## src/spi_fmt_params.svh

```systemverilog
// Register offsets, field positions and timing constants of the format block
`ifndef SPI_FMT_PARAMS_SVH
`define SPI_FMT_PARAMS_SVH
`define ADDR_CONTROL 8'h04
`define ADDR_XFER_COUNT 8'h08
`define ADDR_FORMAT 8'h0c
`define ADDR_STATUS 8'h14
`define CTL_MODE_BIT 1
`define FMT_POL_HI 19
`define FMT_POL_LO 16
`define FMT_ONE_LINE_BIT 15
`define FMT_LANES_HI 13
`define FMT_LANES_LO 12
`define FMT_CHAR_HI 11
`define FMT_CHAR_LO 8
`define FMT_FB_INV_BIT 4
`define FMT_WRITE_MASK 32'h000fbf10
`define FMT_RESET 32'h00000000
`define CHAR_LEN_ZERO_BITS 5'h10
`define LANES_SINGLE 2'h0
`define LANES_DUAL 2'h1
`define FB_INV_RATE_MHZ 20
`define FIFO_DEPTH_WORDS 4
`endif

```

## src/spi_fmt_pkg.sv

```systemverilog
// Types shared by the format block
package spi_fmt_pkg;
  typedef enum {
    XF_IDLE,
    XF_SHIFT,
    XF_DONE
  } xfer_state_t;
  typedef enum logic [1:0] {
    WIRE_FOUR,
    WIRE_THREE,
    WIRE_DUAL
  } wire_mode_t;
endpackage : spi_fmt_pkg

```

## src/spi_fmt_fifo.sv

```systemverilog
// Small valid/ready FIFO for transmit words
`timescale 1ns/1ns
module spi_fmt_fifo #(
  parameter int WIDTH = 16,
  parameter int DEPTH = 4
) (
  input wire logic clk,
  input wire logic rst_n,
  input wire logic in_valid,
  output logic in_ready,
  input wire logic [WIDTH-1:0] in_data,
  output logic out_valid,
  input wire logic out_ready,
  output logic [WIDTH-1:0] out_data
);
  localparam int AW = $clog2(DEPTH);
  typedef struct packed {
    logic [AW-1:0] wp;
    logic [AW-1:0] rp;
    logic [AW:0] cnt;
  } fifo_st_t;
  fifo_st_t st_q;
  fifo_st_t st_d;
  logic [WIDTH-1:0] mem [DEPTH];
  logic push;
  logic pop;
  initial begin
    if (DEPTH < 2 || (1 << AW) != DEPTH) $error("FIFO depth must be a power of two");
  end
  assign in_ready = st_q.cnt != (AW+1)'(DEPTH);
  assign out_valid = st_q.cnt != '0;
  assign out_data = mem[st_q.rp];
  assign push = in_valid && in_ready;
  assign pop = out_valid && out_ready;
  always_comb begin
    st_d = st_q;
    if (push) st_d.wp = st_q.wp + 1'b1;
    if (pop) st_d.rp = st_q.rp + 1'b1;
    if (push && !pop) st_d.cnt = st_q.cnt + 1'b1;
    if (pop && !push) st_d.cnt = st_q.cnt - 1'b1;
  end
  always_ff @(posedge clk or negedge rst_n) begin
    if (!rst_n) begin
      st_q <= '0;
    end else begin
      st_q <= st_d;
    end
  end
  always_ff @(posedge clk) begin
    if (push) mem[st_q.wp] <= in_data;
  end
endmodule : spi_fmt_fifo

```

## src/spi_fmt_top.sv

```systemverilog
// SPI format and line configuration with Wishbone registers
`timescale 1ns/1ns
`include "spi_fmt_params.svh"
module spi_fmt_top
  import spi_fmt_pkg::*;
#(
  parameter int NUM_SELECTS = 4,
  parameter int FIFO_DEPTH = `FIFO_DEPTH_WORDS
) (
  input wire logic MCLK,
  input wire logic NRST,
  input wire logic WB_CYC_I,
  input wire logic WB_STB_I,
  input wire logic WB_WE_I,
  input wire logic [7:0] WB_ADR_I,
  input wire logic [3:0] WB_SEL_I,
  input wire logic [31:0] WB_DAT_I,
  output logic [31:0] WB_DAT_O,
  output logic WB_ACK_O,
  input wire logic SCLK_FB,
  input wire logic CIPO,
  input wire logic LANE0_IN,
  input wire logic LANE1_IN,
  output logic COPO,
  output logic COPO_OE,
  output logic LANE0_OUT,
  output logic LANE0_OE,
  output logic LANE1_OUT,
  output logic LANE1_OE,
  output logic [NUM_SELECTS-1:0] SELECT_OUT
);
  typedef struct packed {
    logic [1:0] rst_sync;
    logic [2:0] clk_sync;
    logic [1:0] cipo_sync;
    logic [1:0] l0_sync;
    logic [1:0] l1_sync;
    logic ack;
    logic [31:0] rdata;
    logic [31:0] control;
    logic [31:0] counts;
    logic [31:0] format;
    logic [15:0] shift_tx;
    logic [15:0] shift_rx;
    logic [15:0] rx_word;
    logic [4:0] bits_left;
    logic [15:0] chars_left;
    logic active;
    logic copo;
    logic copo_oe;
    logic l0;
    logic l0_oe;
    logic l1;
    logic l1_oe;
    logic [NUM_SELECTS-1:0] sel;
    xfer_state_t xs;
  } top_st_t;
  top_st_t st_q;
  top_st_t st_d;
  logic rst_n;
  logic fifo_in_ready;
  logic fifo_out_valid;
  logic fifo_out_ready;
  logic [15:0] fifo_out_data;
  logic fifo_push;
  logic [4:0] char_len;
  logic fb_rise;
  wire_mode_t wmode;
  logic ctl_mode;
  logic fb_eff;
  logic fb_prev;
  logic count_wr;
  initial begin
    if (NUM_SELECTS != 4) $error("Select polarity field holds four lines");
  end
  assign rst_n = st_q.rst_sync[1];
  assign ctl_mode = st_q.control[`CTL_MODE_BIT];
  assign char_len = (st_q.format[`FMT_CHAR_HI:`FMT_CHAR_LO] == 4'h0) ? `CHAR_LEN_ZERO_BITS
                    : {1'b0, st_q.format[`FMT_CHAR_HI:`FMT_CHAR_LO]};
  always_comb begin
    if (st_q.format[`FMT_LANES_HI:`FMT_LANES_LO] == `LANES_DUAL) begin
      wmode = WIRE_DUAL;
    end else if (st_q.format[`FMT_ONE_LINE_BIT]) begin
      wmode = WIRE_THREE;
    end else begin
      wmode = WIRE_FOUR;
    end
  end
  assign fb_eff = st_q.clk_sync[1] ^ (ctl_mode & st_q.format[`FMT_FB_INV_BIT]);
  assign fb_prev = st_q.clk_sync[2] ^ (ctl_mode & st_q.format[`FMT_FB_INV_BIT]);
  assign fb_rise = fb_eff && !fb_prev;
  assign fifo_push = WB_CYC_I && WB_STB_I && WB_WE_I && !st_q.ack
                     && WB_ADR_I == `ADDR_STATUS && fifo_in_ready;
  assign count_wr = WB_CYC_I && WB_STB_I && WB_WE_I && !st_q.ack
                    && WB_ADR_I == `ADDR_XFER_COUNT;
  // Hold the FIFO while a count load takes the idle cycle
  assign fifo_out_ready = st_q.xs == XF_IDLE && st_q.chars_left != 16'h0000 && !count_wr;
  spi_fmt_fifo #(
    .WIDTH(16),
    .DEPTH(FIFO_DEPTH)
  ) u_fifo (
    .clk(MCLK),
    .rst_n(rst_n),
    .in_valid(fifo_push),
    .in_ready(fifo_in_ready),
    .in_data(WB_DAT_I[15:0]),
    .out_valid(fifo_out_valid),
    .out_ready(fifo_out_ready),
    .out_data(fifo_out_data)
  );
  always_comb begin
    st_d = st_q;
    st_d.rst_sync = {st_q.rst_sync[0], 1'b1};
    st_d.clk_sync = {st_q.clk_sync[1:0], SCLK_FB};
    st_d.cipo_sync = {st_q.cipo_sync[0], CIPO};
    st_d.l0_sync = {st_q.l0_sync[0], LANE0_IN};
    st_d.l1_sync = {st_q.l1_sync[0], LANE1_IN};
    st_d.ack = 1'b0;
    if (WB_CYC_I && WB_STB_I && !st_q.ack) begin
      st_d.ack = 1'b1;
      st_d.rdata = 32'h00000000;
      case (WB_ADR_I)
        `ADDR_CONTROL: begin
          st_d.rdata = st_q.control;
          if (WB_WE_I && WB_SEL_I[0]) st_d.control[7:0] = {6'h00, WB_DAT_I[1:0]};
        end
        `ADDR_XFER_COUNT: begin
          st_d.rdata = st_q.counts;
          for (int b = 0; b < 4; b++) begin
            if (WB_WE_I && WB_SEL_I[b]) st_d.counts[b*8 +: 8] = WB_DAT_I[b*8 +: 8];
          end
        end
        `ADDR_FORMAT: begin
          st_d.rdata = st_q.format;
          for (int b = 0; b < 4; b++) begin
            if (WB_WE_I && WB_SEL_I[b]) begin
              st_d.format[b*8 +: 8] = WB_DAT_I[b*8 +: 8] & 8'(`FMT_WRITE_MASK >> (b*8));
            end
          end
        end
        `ADDR_STATUS: begin
          st_d.rdata = {14'h0000, st_q.active, fifo_in_ready, st_q.rx_word};
        end
        default: begin
          st_d.rdata = 32'h00000000;
        end
      endcase
    end
    for (int i = 0; i < NUM_SELECTS; i++) begin
      st_d.sel[i] = st_q.format[`FMT_POL_LO + i] ? st_q.active : !st_q.active;
    end
    case (st_q.xs)
      XF_IDLE: begin
        st_d.active = 1'b0;
        st_d.copo_oe = 1'b0;
        st_d.l0_oe = 1'b0;
        st_d.l1_oe = 1'b0;
        if (count_wr) begin
          st_d.chars_left = (wmode == WIRE_FOUR || WB_DAT_I[31:16] == 16'h0000)
                            ? WB_DAT_I[15:0] : WB_DAT_I[31:16];
        end else if (fifo_out_ready && fifo_out_valid) begin
          st_d.shift_tx = fifo_out_data << (5'h10 - char_len);
          // Short characters read back with zero upper bits
          st_d.shift_rx = 16'h0000;
          st_d.bits_left = char_len;
          st_d.active = 1'b1;
          st_d.xs = XF_SHIFT;
        end
      end
      XF_SHIFT: begin
        if (fb_rise) begin
          case (wmode)
            WIRE_DUAL: begin
              // two bits per clock on both lanes
              st_d.l1 = st_q.shift_tx[15];
              st_d.l0 = st_q.shift_tx[14];
              st_d.l0_oe = 1'b1;
              st_d.l1_oe = 1'b1;
              st_d.shift_tx = {st_q.shift_tx[13:0], 2'h0};
              st_d.shift_rx = {st_q.shift_rx[13:0], st_q.l1_sync[1], st_q.l0_sync[1]};
              st_d.bits_left = (st_q.bits_left > 5'h2) ? st_q.bits_left - 5'h2 : 5'h0;
            end
            WIRE_THREE: begin
              st_d.copo = st_q.shift_tx[15];
              st_d.copo_oe = ctl_mode;
              st_d.shift_tx = {st_q.shift_tx[14:0], 1'b0};
              st_d.shift_rx = {st_q.shift_rx[14:0], st_q.copo};
              st_d.bits_left = st_q.bits_left - 5'h1;
            end
            default: begin
              st_d.copo = st_q.shift_tx[15];
              st_d.copo_oe = 1'b1;
              st_d.shift_tx = {st_q.shift_tx[14:0], 1'b0};
              st_d.shift_rx = {st_q.shift_rx[14:0], st_q.cipo_sync[1]};
              st_d.bits_left = st_q.bits_left - 5'h1;
            end
          endcase
          if (st_d.bits_left == 5'h0) st_d.xs = XF_DONE;
        end
      end
      XF_DONE: begin
        st_d.rx_word = st_q.shift_rx;
        st_d.chars_left = st_q.chars_left - 16'h0001;
        st_d.xs = XF_IDLE;
      end
      default: begin
        st_d.xs = XF_IDLE;
      end
    endcase
  end
  always_ff @(posedge MCLK or negedge NRST) begin
    if (!NRST) begin
      st_q <= '0;
      st_q.sel <= '1;
      st_q.xs <= XF_IDLE;
    end else if (!rst_n) begin
      st_q <= '0;
      st_q.rst_sync <= st_d.rst_sync;
      st_q.sel <= '1;
      st_q.xs <= XF_IDLE;
    end else begin
      st_q <= st_d;
    end
  end
  assign WB_DAT_O = st_q.rdata;
  assign WB_ACK_O = st_q.ack;
  assign COPO = st_q.copo;
  assign COPO_OE = st_q.copo_oe;
  assign LANE0_OUT = st_q.l0;
  assign LANE0_OE = st_q.l0_oe;
  assign LANE1_OUT = st_q.l1;
  assign LANE1_OE = st_q.l1_oe;
  assign SELECT_OUT = st_q.sel;
endmodule : spi_fmt_top

```

## config.mk

```make
export PLATFORM = sky130hd
export DESIGN_NAME = spi_fmt_top
export DESIGN_NICKNAME = d
export VERILOG_FILES = /design/src/spi_fmt_pkg.sv /design/src/spi_fmt_fifo.sv /design/src/spi_fmt_top.sv
export VERILOG_INCLUDE_DIRS = /design/src
export SDC_FILE = /design/constraint.sdc
export NUM_CORES = 1
export LEC_CHECK = 0
export ABC_CLOCK_PERIOD_IN_PS = 1500
export BUFFER_PORTS_ARGS = -buffer_cell sky130_fd_sc_hd__buf_2
export CELL_PAD_IN_SITES_DETAIL_PLACEMENT = 0
export CELL_PAD_IN_SITES_GLOBAL_PLACEMENT = 2
export CORE_ASPECT_RATIO = 1.1
export CORE_MARGIN = 2
export CORE_UTILIZATION = 43
export CTS_BUF_LIST = sky130_fd_sc_hd__clkbuf_16
export CTS_CLUSTER_DIAMETER = 50
export DETAILED_ROUTE_END_ITERATION = 10
export PLACE_DENSITY_LB_ADDON = 0.1
export SKIP_CTS_REPAIR_TIMING = 1
export SYNTH_ARGS = -nofsm -noshare
export SYNTH_HDL_FRONTEND = slang
export SYNTH_SLANG_ARGS = --single-unit
```

## constraint.sdc

```tcl
create_clock -name MCLK -period 1.5 [get_ports MCLK]
set_input_delay 0.3 -clock MCLK [delete_from_list [all_inputs] [get_ports MCLK]]
set_output_delay 0.3 -clock MCLK [all_outputs]
set_load 0.01 [all_outputs]
```

==> impl_metrics.csv <==
group,metric,value,unit
status,failed_checks,"setup timing",
drt,wl_per_cell,22.1,um
job,drv_cap,0,
sta,worst_pin_slew,0.555,ns
die,die_w,164,um
yosys,syn_avg_cell_area,10.7,um^2
finish,final_cell_mix,"buf_4, dfrtp_1, nand2_1",
yosys,ys_seq_area_share,52.9,%
drt,wl,40.2,mm
yosys,synth-edff-count,64,
global_routing,grt_max_degree,41,
critical_path,worst_setup_path_end_kind,"flop",
sta,fin_ws,-0.868,ns
critical_path,critPathTopFamily,"multiplexers",
finish,final_core_util,63.2,%
yosys,synth_ff_type,"dfrtp_1",
drt,vias,10248,
sta,finClkSkew,0.0160,ns
finish,drive_above_1_share,46.2,%
drt,detail_route.iter0.violations,879,
placement,routabilityCongestion,0.905,
critical_path,crit_type,"flop to flop",
placement,pre_cts_ws,-1.02,ns
sta,fmax,422,MHz
critical_path,path_buf_inv,1,
yosys,async_flop_share,73.6,%
sta,slew_headroom,62.9,%
clock_network,clock_latency,0.55,ns
finish,final_common_cell,"buf_4",
die,num_io_pins,96,
die,dieArea,0.0294,mm^2
sta,rsz0062_at_grt,"true",
yosys,synthDistinctLibCells,70,
yosys,ys_warn_count,0,
power_and_ir_drop,power,24900,uW
global_routing,grt_antenna_before_repair,1,
sta,hold_ws,0.0164,ns
die,initial_core_util,43.6,%
critical_path,cpPeakStageDelay,0.57,ns
finish,syn2layout_area_growth,45.1,%
finish,fin_nets,1500,
drt,drc,0,
yosys,syn_nets,1199,
critical_path,worstPathRequired,1.92,ns
yosys,synth_area_leader_cell,"dfrtp_1",
drt,avgViaCountPerCell,5.63,
sta,hold_violations,0,
clock_network,h-tree-depth,1,
yosys,netlist_instances,1133,
placement,port_buffers,95,
sta,finalCritPeriodShare,158,%
sta,setup_tns,-73.46,ns
power_and_ir_drop,ir_drop,0.00100,V
sta,layout_min_cycle_time,2.37,ns
sta,setup_violations,210,
critical_path,worstPathMaxFanout,7,
power_and_ir_drop,p_per_area,1420,mW/mm^2
clock_network,cts_root_buf,"clkbuf_16",
yosys,synth_area_leaders,"dfrtp_1, edfxtp_1, nand2_1",
placement,dp_hpwl,26.5,mm
clock_network,clk_path_buf_depth,3,
global_routing,grt_use_total,25.0,%
die,dieHeight,180,um
clock_network,tritoncts,"yes",
yosys,synth_top_area_share,36.1,%
critical_path,cp.arrival,2.79,ns
global_routing,grt_pass1_vias,9913,
yosys,syn-cell-area,0.0121,mm^2
clock_network,clkSlewWorstSetupHoldPaths,0.06,ns
die,rows,64,
drt,ant_nets,0,
yosys,ys_seq_elements,242,
die,coreArea,0.0277,mm^2
drt,firstDrtPassIters,5,
critical_path,cpMaxStageDelayCell,"mux4_2",
hold_path,hp-class,"primary input to flop",
global_routing,grt_pass1_wl,57.4,mm
finish,antenna_cells,0,
power_and_ir_drop,leakagePower,0.00761,uW
status,status,"finished with violations",
critical_path,crit_chain,"buf_12, mux4_2, mux4_2, a31oi_1, a31oi_1, mux2_4",
critical_path,crit_path_start_kind,"flop",
global_routing,grt_overflow_total,0,
sta,slew_violations,0,
clock_network,cts_buffers,30,
clock_network,clock-sinks,242,
-- synthesized netlist by cell type, types with 12 or more instances --
cell and number:
dfrtp_1 174, nand2_1 163, o21ai_0 92, a21oi_1 68, edfxtp_1 64, clkbuf_1 63, nor2_1 47, mux2i_1 40
buf_4 38, mux2_2 26, a22o_1 25, and2_1 25, o31ai_1 23, mux4_2 21, nand3_1 21, inv_1 20
and3_1 17, nand4_1 14, ha_1 12
-- metal layers --
layer	GRT usage, %	up-vias	part of all wire, %
met5	0	-	0.017
met1	35.8	5175	44
met4	5.26	2	1.6
met3	3.30	49	5.5
li1	-	4759	-
met2	40.9	263	49
-- stage by stage --
step           area (um^2)  std cells
2_1_floorplan        12500       1133
3_3_place_gp         14400       1686
3_5_place_dp         14400       1686
4_1_cts              15400       1740
5_1_grt              17500       1819
6_report             17500       1819
-- sequential cells by signal (all words and copies together), names as in the netlist --
| signal | cells |
|---|---|
| st_d | 6 |
| LANE1_OUT | 1 |
| u_fifo.mem | 64 |
| LANE0_OUT | 1 |
| u_fifo.st_q | 7 |
| LANE0_OE | 1 |
| COPO_OE | 1 |
| SELECT_OUT | 4 |
| WB_ACK_O | 1 |
| ctl_mode | 1 |
| COPO | 1 |
| WB_DAT_O | 32 |
| st_q | 121 |
| rst_n | 1 |
-- cells by family after synthesis --
logic type / share of synthesized area [%]
AOI/OAI and AO/OA: 16.2
xor gates and xnor gates: 0.943
adders and majority gates: 1.41
buffers and inverters: 5.62
DFF: 52.9
muxes: 9.66
other: 0.0311
and+or+nand+nor: 13.3
-- layout make-up --
cell class                 count  area [um^2]
clock buffer                  31          776
tap                          363          454
multi-input combinational    759         6210
clock inverter                23          189
inverter                      21         83.8
timing repair buffer         380         3410
fill                        2279        10200
sequential                   242         6380
-- where the power goes --
group	internal (uW)	leakage, uW	total (uW)	switching [uW]
logic	5020	0.00416	10100	5060
clock network	4110	0.000487	6970	2850
registers	7320	0.00296	7800	480
total	16500	0.00761	24900	8400
-- final timing paths --
check / start / cells after the start / slack [ns] / end
max: u_fifo.st_q[3] / 6 / -0.87 / st_q[104]
min in group asynchronous: NRST / 2 / 0.23 / st_q[99]
min reg2reg: st_d[251] / 0 / 0.37 / rst_n
max in group asynchronous: NRST / 3 / 0.70 / st_q[86]
max reg2reg: u_fifo.st_q[3] / 6 / -0.87 / st_q[104]
min: SCLK_FB / 2 / 0.02 / st_d[248]
Power figures use the tool's default switching activity.
